$ cat config.mk
export PLATFORM = sky130hd
export DESIGN_NAME = mvd_core
export DESIGN_NICKNAME = d
export VERILOG_FILES = /design/src/design/mvd_pkg.sv /design/src/design/mvd_decode.sv /design/src/design/mvd_core.sv
export SDC_FILE = /design/constraint.sdc
export NUM_CORES = 1
export LEC_CHECK = 0
export ABC_AREA = 1
export BUFFER_PORTS_ARGS = -buffer_cell sky130_fd_sc_hd__buf_2
export CORE_ASPECT_RATIO = 0.7
export CORE_UTILIZATION = 50
export CTS_CLUSTER_SIZE = 10
export DETAILED_ROUTE_END_ITERATION = 8
export PLACE_DENSITY = 0.79
export SLEW_MARGIN = 20
export SYNTH_ARGS = -nofsm -noshare
export SYNTH_HDL_FRONTEND = slang
export SYNTH_SLANG_ARGS = --single-unit
$ cat constraint.sdc
create_clock -name mclk -period 1.7 [get_ports mclk]
set_clock_uncertainty 0.15 [all_clocks]
set_input_delay 0.34 -clock mclk [delete_from_list [all_inputs] [get_ports mclk]]
set_output_delay 0.34 -clock mclk [all_outputs]
set_load 0.01 [all_outputs]
$ cat src/design/mvd_pkg.sv
// Purpose: shared constants and types for the move instruction decoder
// Assumes: 14-bit program words, 7-bit file addresses, 8-bit data
// Notes: opcode patterns are given as value and mask pairs
package mvd_pkg;

    localparam int INSTR_W = 14;
    localparam int ADDR_W = 7;
    localparam int DATA_W = 8;

    // -------------------------------------------------------------
    // opcode patterns
    // -------------------------------------------------------------
    localparam logic [13:0] MOVE_FILE_VAL = 14'h0800;
    localparam logic [13:0] MOVE_FILE_MSK = 14'h3f00;
    localparam logic [13:0] STORE_ACC_VAL = 14'h0080;
    localparam logic [13:0] STORE_ACC_MSK = 14'h3f80;
    localparam logic [13:0] OPT_LOAD_VAL = 14'h0062;
    localparam logic [13:0] OPT_LOAD_MSK = 14'h3fff;

    // -------------------------------------------------------------
    // field positions
    // -------------------------------------------------------------
    localparam int DEST_BIT = 7;
    localparam int ADDR_LSB = 0;

    // -------------------------------------------------------------
    // reset values and defaults
    // -------------------------------------------------------------
    localparam logic [7:0] OPT_RESET = 8'hff;
    localparam logic [7:0] ACC_RESET = 8'h00;
    localparam logic [6:0] OPT_ADDR_DEFAULT = 7'h01;
    localparam int EXEC_CYCLES = 1;

    // -------------------------------------------------------------
    // carriers
    // -------------------------------------------------------------
    typedef struct packed {
        logic moveFile;
        logic storeAcc;
        logic optLoad;
        logic destFile;
        logic [6:0] addr;
    } mvd_op_s;

    typedef struct packed {
        logic en;
        logic [6:0] addr;
        logic [7:0] data;
    } mvd_wr_s;

endpackage

$ cat src/design/mvd_decode.sv
// Purpose: combinational opcode decode for the three move instructions
// Assumes: word is only meaningful while the caller qualifies it
// Notes: patterns do not overlap, so no priority is needed here
`timescale 1ns/1ps
`default_nettype none

module mvd_decode
(
    // instruction in
    input wire logic [13:0] instrWord,
    input wire logic instrValid,
    // decoded operation out
    output var mvd_pkg::mvd_op_s op
);

    function automatic logic matchOp(input logic [13:0] w,
                                     input logic [13:0] val,
                                     input logic [13:0] msk);
        matchOp = ((w & msk) == val);
    endfunction

    always_comb
    begin
        op.moveFile = instrValid && matchOp(instrWord,
            mvd_pkg::MOVE_FILE_VAL, mvd_pkg::MOVE_FILE_MSK);
        op.storeAcc = instrValid && matchOp(instrWord,
            mvd_pkg::STORE_ACC_VAL, mvd_pkg::STORE_ACC_MSK);
        op.optLoad = instrValid && matchOp(instrWord,
            mvd_pkg::OPT_LOAD_VAL, mvd_pkg::OPT_LOAD_MSK);
        op.destFile = instrWord[mvd_pkg::DEST_BIT];
        op.addr = instrWord[mvd_pkg::ADDR_LSB +: 7];
    end

endmodule

`default_nettype wire

$ cat src/design/mvd_core.sv
// Purpose: execute stage for the file move, accumulator store and
//          legacy option load instructions
// Assumes: the core presents the addressed file value with the word
// Notes: all results register on the edge that takes the word
//
// Summary of operation
// - recognise the file move and forward the read value to its destination
// - file move with destination bit clear loads the accumulator
// - file move with destination bit set writes back, accumulator kept
// - file move sets zero flag when the moved value is zero
// - store writes the accumulator to the addressed file, flags kept
// - legacy option load copies the accumulator into the option register
// - option register also reads and writes at its file address
`timescale 1ns/1ps
`default_nettype none

module mvd_core
#(
    parameter logic [6:0] OPT_ADDR = mvd_pkg::OPT_ADDR_DEFAULT
)
(
    // clock, reset, enable
    input wire logic mclk,
    input wire logic rstn,
    input wire logic clkEn,
    // instruction stream
    input wire logic [13:0] instrWord,
    input wire logic instrValid,
    // file register read data for the addressed file
    input wire logic [7:0] fileRdData,
    // accumulator writes from other instructions
    input wire logic accWrEn,
    input wire logic [7:0] accWrData,
    // zero flag writes from other instructions
    input wire logic zeroWrEn,
    input wire logic zeroWrData,
    // file register write port
    output var mvd_pkg::mvd_wr_s fileWr,
    // architectural state
    output logic [7:0] accumulator,
    output logic zeroFlag,
    output logic [7:0] optionReg,
    // status
    output logic instrDone,
    output logic instrOther
);

    // -------------------------------------------------------------
    // reset release
    // -------------------------------------------------------------
    logic [1:0] rstSync_r;
    logic rstSyncN;

    always_ff @(posedge mclk or negedge rstn)
    begin
        if (!rstn)
            rstSync_r <= 2'h0;
        else if (clkEn)
            rstSync_r <= {rstSync_r[0], 1'b1};
    end

    assign rstSyncN = rstSync_r[1];

    // -------------------------------------------------------------
    // decode
    // -------------------------------------------------------------
    mvd_pkg::mvd_op_s op;

    mvd_decode u_decode
    (
        .instrWord(instrWord),
        .instrValid(instrValid),
        .op(op)
    );

    function automatic logic isOptAddr(input logic [6:0] a);
        isOptAddr = (a == OPT_ADDR);
    endfunction

    // -------------------------------------------------------------
    // operand select
    // -------------------------------------------------------------
    logic [7:0] optionReg_r;
    logic [7:0] srcData;

    always_comb
    begin
        srcData = isOptAddr(op.addr) ? optionReg_r : fileRdData;
    end

    // -------------------------------------------------------------
    // execute next state
    // -------------------------------------------------------------
    mvd_pkg::mvd_wr_s fileWr_r;
    mvd_pkg::mvd_wr_s fileWr_nxt;
    logic [7:0] acc_r;
    logic [7:0] acc_nxt;
    logic zero_r;
    logic zero_nxt;
    logic [7:0] optionReg_nxt;
    logic done_r;
    logic done_nxt;
    logic other_r;
    logic other_nxt;
    logic intWr;
    logic [7:0] intWrData;

    always_comb
    begin
        fileWr_nxt = '0;
        acc_nxt = acc_r;
        zero_nxt = zero_r;
        optionReg_nxt = optionReg_r;
        intWr = 1'b0;
        intWrData = acc_r;
        done_nxt = op.moveFile || op.storeAcc || op.optLoad;
        other_nxt = instrValid && !done_nxt;

        // other instructions may own the accumulator and flag; the
        // decoded move wins since both should never occur together
        if (accWrEn)
            acc_nxt = accWrData;
        if (zeroWrEn)
            zero_nxt = zeroWrData;

        if (op.moveFile)
        begin
            zero_nxt = (srcData == 8'h00);
            if (op.destFile)
            begin
                intWr = 1'b1;
                intWrData = srcData;
            end
            else
            begin
                acc_nxt = srcData;
            end
        end
        else if (op.storeAcc)
        begin
            intWr = 1'b1;
            intWrData = acc_r;
        end
        else if (op.optLoad)
        begin
            optionReg_nxt = acc_r;
        end

        if (intWr)
        begin
            if (isOptAddr(op.addr))
            begin
                optionReg_nxt = intWrData;
            end
            else
            begin
                fileWr_nxt.en = 1'b1;
                fileWr_nxt.addr = op.addr;
                fileWr_nxt.data = intWrData;
            end
        end
    end

    // -------------------------------------------------------------
    // execute registers
    // -------------------------------------------------------------
    always_ff @(posedge mclk or negedge rstSyncN)
    begin
        if (!rstSyncN)
        begin
            fileWr_r <= '0;
            acc_r <= mvd_pkg::ACC_RESET;
            zero_r <= 1'b0;
            optionReg_r <= mvd_pkg::OPT_RESET;
            done_r <= 1'b0;
            other_r <= 1'b0;
        end
        else if (clkEn)
        begin
            fileWr_r <= fileWr_nxt;
            acc_r <= acc_nxt;
            zero_r <= zero_nxt;
            optionReg_r <= optionReg_nxt;
            done_r <= done_nxt;
            other_r <= other_nxt;
        end
    end

    // -------------------------------------------------------------
    // outputs
    // -------------------------------------------------------------
    assign fileWr = fileWr_r;
    assign accumulator = acc_r;
    assign zeroFlag = zero_r;
    assign optionReg = optionReg_r;
    assign instrDone = done_r;
    assign instrOther = other_r;

endmodule

`default_nettype wire

# Word level (Yosys, flattened, before mapping)
# Cells that the tools add are included.
# word_totals
regBits	37
inputBits	37
output_inout_bits	35
elab_cells	41
# op_classes
eq_ne	4
mux	18
reduce_logical	10
# ops
op	count
$mux 8	11
$mux 16	2
$eq 14x7->1 const B	1
$eq 7x1->1 const B	2
$logic_not 8->1	1
$eq 6x4->1 const B	1
$mux 1	5
$logic_and 1x1->1	4
$logic_or 1x1->1	2
$reduce_and 2->1	1
$reduce_bool 2->1	1
$logic_not 1->1	1

# Logic depth before layout (Yosys ltp)
# depth
word_depth	7
mapped_depth	12

# Modules after synthesis
# A second synthesis with hierarchy kept.
# hier_totals
hier_cells	295
area_unflattened_um2	2200.9
# by_module_without_submodules
mod	n_inst	cells_per_inst	area_each_um2	seq_area_each_um2
mvd_core	1	260	2037.0	935.9
mvd_decode	1	35	163.9	0.0

# Least setup slack after synthesis
# No wires, ideal clock.
# synth_timing
kind	flip-flop to flip-flop
startpoint	register rstSync_r[1] (netlist name)
endpoint	register rstSync_r[1]
arrival_ns	1.235
path_slack_ns	0.232
path_stages_with_launch	3
cell_sequence	dfrtp_1 -> nand2_1 -> o21ai_0
# synth_lines
element	line_no	text
end signal, assigned	mvd_core.sv:59	rstSync_r <= {rstSync_r[0], 1'b1};
end, declared	mvd_core.sv:51	logic [1:0] rstSync_r;

# Worst setup path in the final report
# layout_timing
startpoint	input instrWord[1]
endpoint	register zero_r (netlist: zeroFlag)
# layout_via
elab_chain_len	4
# layout_lines
element	line_no	text
start, declared	mvd_core.sv:27	input wire logic [13:0] instrWord,
$eq 7x1->1	mvd_core.sv:77	isOptAddr = (a == OPT_ADDR);
$mux 8	mvd_core.sv:88	srcData = isOptAddr(op.addr) ? optionReg_r : fileRdData;
$logic_not 8->1	mvd_core.sv:128	zero_nxt = (srcData == 8'h00);
$mux 1	mvd_core.sv:126	if (op.moveFile)
end signal, assigned	mvd_core.sv:182	zero_r <= zero_nxt;
end, declared	mvd_core.sv:98	logic zero_r;
# Every way passes these cells.
# A chain may end at the register's enable or synchronous reset.

==> impl.org <==
** Detailed routing
- Wirelength, routed :: 6140 µm
- Remaining antenna violation count :: 0
- The first routing iteration left 130 violations.
- Mean routed wirelength per cell :: 13.49 µm
- Mean number of vias per cell :: 5.121
- The pre-antenna-repair detailed-routing pass consisted of 5 iterations.
- The routed layout has 2330 vias.
- Remaining routing DRC violations :: 0

** Floorplanning
- The floorplan has 19 rows.
- The die is 57.16 µm tall.
- Horizontal extent of the die :: 80.80 µm
- Initial core utilization :: 53.78%
- The core region is 4041 µm².
- Area enclosed by the die boundary :: 4619 µm²
- For this design the top-level I/O count stands at 72.

** Pwr
- Power share of the sequential group :: 44.9%
- Reported net switching power :: 0.6550 mW
- Fraction of power consumed by the clock network :: 35.6%
- P_int :: 1.624 mW
- Net switching fraction of the power :: 28.74%
- The share of total power dissipated in combinational logic is 19.5%.
- For this design the ratio of total power to cell area is 791.9 nW/µm².
- VDD sags by at most 0.0007250 V.
- LEAKAGE :: 1.599 nW

** Clock network
- TritonCTS created 5 clock buffers.
- The H-tree was split into 2 levels.
- After clock tree synthesis, the clock-pin slew on the worst setup and hold paths is 0.08 ns.
- The tree built by TritonCTS fans out to 37 sinks.
- Clock tree synthesis selected as its root buffer the cell sky130_fd_sc_hd__clkbuf_8.
- Clk Latency, worst-skew pair :: 0.29 ns
- Buffers inserted by post-CTS timing repair :: 0
- No sink is reached through more buffers than the 2 on the longest clock path.
- TritonCTS built the clock tree.

** Yosys
- Cell type with the largest total area after synthesis :: sky130_fd_sc_hd__dfrtp_1
- In this run the mean area of a mapped cell was 7.173 µm².
- Sequential area share after synthesis :: 43.06%
- Portion of synthesized cell area occupied by the leading cell type :: 33.39%
- Primary FF master, synth :: sky130_fd_sc_hd__dfrtp_1
- Synth area leaders :: sky130_fd_sc_hd__dfrtp_1 (33%), sky130_fd_sc_hd__nand2_1 (14%), sky130_fd_sc_hd__dfstp_2 (9.7%), sky130_fd_sc_hd__nor2_1 (8.5%), sky130_fd_sc_hd__inv_1 (6.2%)
- The synthesized netlist occupies a cell area of 2173 µm².
- Number of synthesized register bits :: 37
- Synth Area in Compound Gates :: 11.63%
- Count of flip-flops with a built-in enable after synthesis :: 0
- Mux cell area share after synthesis :: 0%
- Cell count after synthesis :: 303
- Main combinational cell family by area after synthesis :: simple AND/OR/NAND/NOR gates
- Of all flip-flops after synthesis, the portion carrying an async set or reset was 100.0%.
- The synthesized netlist devotes 35.81% of its cell area to simple gates.
- Xor/xnor share of the synthesized area :: 0%
- Distinct cells, synth :: 26
- Yosys warnings :: 0
- Synthesized net count :: 340
- Summing the areas of all fa, ha and maj instances in the mapped netlist gives 0% of the synthesized area.

** Critical path
- The largest single stage delay on the critical path is 0.15 ns.
- Startpoint types :: primary input
- Cell type of the slowest stage on the worst timing path :: sky130_fd_sc_hd__a21oi_1
- Counting stages on the worst path, the most repeated cell is sky130_fd_sc_hd__nand2_1.
- Together, buffers and inverters on the worst path number 4.
- At the worst endpoint, the arrival time is 1.62 ns.
- CP Max Fanout :: 6
- STA puts the critical path data required time at 1.76 ns.
- Family with the most delay on the worst path :: simple AND/OR/NAND/NOR gates
- Worst setup path class :: in2reg
- The worst setup path is captured at a flip-flop.
- Cell chain of the critical path :: buf_2 > inv_1 > nand2_1 > buf_4 > nor2_1 > buf_4 > nand3_1 > nand2_1 > nand2_1 > nor2_1 > nand3_1 > a21oi_1

** Global route
- First-pass GRT wire length :: 10010 µm
- The total overflow left after global routing is 0.
- Initial antenna violation count :: 0
- The via count of the first global-routing pass was 2168.
- Overall routing resource usage :: 28.39%
- Entering global routing, the biggest net connects 22 pins.

** STA
- The worst path uses 91.76% of the clock period.
- The number of hold violations in the final report came to 0.
- Final setup margin :: 0.1401 ns
- Final number of setup-violating endpoints :: 0
- Slew at the pin closest to its max-slew limit :: 0.3784 ns
- Max_slew headroom :: 74.51%
- Highest attainable clock frequency :: 641.1 MHz
- Setup repair after global routing left no endpoint under its margin.
- The max-slew violation count came to 0.
- Minimum period implied by the final worst setup slack :: 1.560 ns

** Layout
- At the end of the flow, the number of nets in the layout was 439.
- Layout cells sized above 1 :: 33.00%
- Number of diodes added for antenna fixing :: 0
- The library cells used most frequently in the layout, excluding fill and tap cells, are sky130_fd_sc_hd__nand2_1 (82), sky130_fd_sc_hd__buf_2 (71), sky130_fd_sc_hd__nor2_1 (49).
- Counting the fill cells in the layout gives 347.
- Measured on the finished design, the core utilization comes to 71.21%.
- Growth of design area from synthesis to finish :: 32.41%
- Most common cell after layout, fill and taps aside :: sky130_fd_sc_hd__nand2_1

** Place
- Timing analysis after detailed placement gives a worst setup slack of -0.1931 ns.
- Routability-driven placement finished with a final weighted congestion of 0.9488.
- The HPWL after detailed placement is 4712 µm.
- # port buffers :: 71

** Run status
- The run finished with clean final reports.

** Flow run
- Total of max-cap violations :: 0

** Hold path
- Worst min-delay path category :: reg2async
==> synth_stat cells (3+ instances only) <==
cell type / count
sky130_fd_sc_hd__nand2_1: 83
sky130_fd_sc_hd__nor2_1: 49
sky130_fd_sc_hd__inv_1: 36
sky130_fd_sc_hd__dfrtp_1: 29
sky130_fd_sc_hd__o21ai_0: 26
sky130_fd_sc_hd__nand3_1: 20
sky130_fd_sc_hd__dfstp_2: 8
sky130_fd_sc_hd__a21oi_1: 6
sky130_fd_sc_hd__nand3b_1: 6
sky130_fd_sc_hd__o21ai_1: 6
sky130_fd_sc_hd__a31oi_1: 4
sky130_fd_sc_hd__buf_6: 4
sky130_fd_sc_hd__nand2_2: 4
sky130_fd_sc_hd__clkbuf_1: 3
sky130_fd_sc_hd__nor2_2: 3
sky130_fd_sc_hd__nor2_4: 3
==> worst paths after layout <==
check                           cells after the start  slack [ns]                     start                        to
worst max-delay path                               12        0.14              instrWord[1]      zeroFlag$_DFFE_PN0P_
worst min-delay path                                1        0.11  rstSync_r[1]$_DFFE_PN0P_    fileWr[15]$_DFFE_PN0P_
worst min register to register                      1        0.11  rstSync_r[1]$_DFFE_PN0P_    fileWr[15]$_DFFE_PN0P_
min in group mclk                                   3        0.13                instrValid    instrOther$_DFFE_PN0P_
max in group asynchronous                           1        0.98  rstSync_r[1]$_DFFE_PN0P_  optionReg[2]$_DFFE_PN1P_
worst max register to register                      5        0.20  optionReg[2]$_DFFE_PN1P_      zeroFlag$_DFFE_PN0P_
==> routing by layer <==
layer | routed length (µm) | vias to the layer above | global-route usage (%) | share of wire (%)
met5 | 0 | - | 0 | 0
met3 | 546 | 4 | 5.440 | 8.9
met2 | 2644 | 101 | 43.22 | 43
li1 | - | 1152 | - | -
met1 | 2916 | 1073 | 42.68 | 47
met4 | 32 | 0 | 4.337 | 0.52
==> worst register-to-register path, cell delays in order, from the launching register on <==
cell and delay [ns]:
sky130_fd_sc_hd__dfstp_2 0.55, sky130_fd_sc_hd__inv_1 0.07, sky130_fd_sc_hd__o21ai_0 0.34, sky130_fd_sc_hd__nor2_1 0.09, sky130_fd_sc_hd__nand3_1 0.12, sky130_fd_sc_hd__a21oi_1 0.08
==> flip-flops by register name (all words and copies together) (netlist names) <==
signal,cells
rstSync_r,2
instrDone,1
accumulator,8
instrOther,1
fileWr,16
optionReg,8
zeroFlag,1
==> power by group through the flow <==
stage	Clock, mW	Sequential [mW]	Combinational [mW]
after CTS	0.810	1.02	0.444
after floorplan	0	1.07	0.205
after detailed placement	0	1.04	0.439
after global routing	0.855	1.03	0.500
after global placement	0	1.03	0.430
final	0.811	1.02	0.444
==> final cells by class <==
| type | instances | area, µm² | area share, % |
|---|---|---|---|
| inverter | 38 | 142.6 | 4.957 |
| clock inverter | 2 | 37.54 | 1.304 |
| timing repair buffer | 100 | 575.6 | 20.00 |
| sequential | 37 | 935.9 | 32.52 |
| multi-input combinational | 220 | 1039 | 36.09 |
| clock buffer | 6 | 82.58 | 2.870 |
| tap | 52 | 65.06 | 2.261 |
==> logic make-up after synthesis <==
logic type / count (synthesis)
and+or+nand+nor: 174
AOI/OAI and AO/OA: 46
buffers and inverters: 46
DFF: 37
==> what timing repair did <==
action,in CTS,in global routing
endpoints found under the hold margin,2,0
hold buffers,1,0
resized for setup,0,2
setup endpoints to repair,0,5
==> through the flow <==
step                      instance area [µm²]  std cells  power (mW)  TNS, ns  hold slack, ns
after detailed placement                 2740        446       1.474   -2.136        -0.02047
after global placement                   2740        446       1.462  -0.8851        -0.02526
final                                    2878        455       2.279        0          0.1065
after CTS                                2870        455       2.275        0          0.1088
after global routing                     2878        455       2.383        0          0.1427
after floorplan                          2173        303       1.273        0         -0.1056
Note: power is estimated with default switching activity, not from simulation.
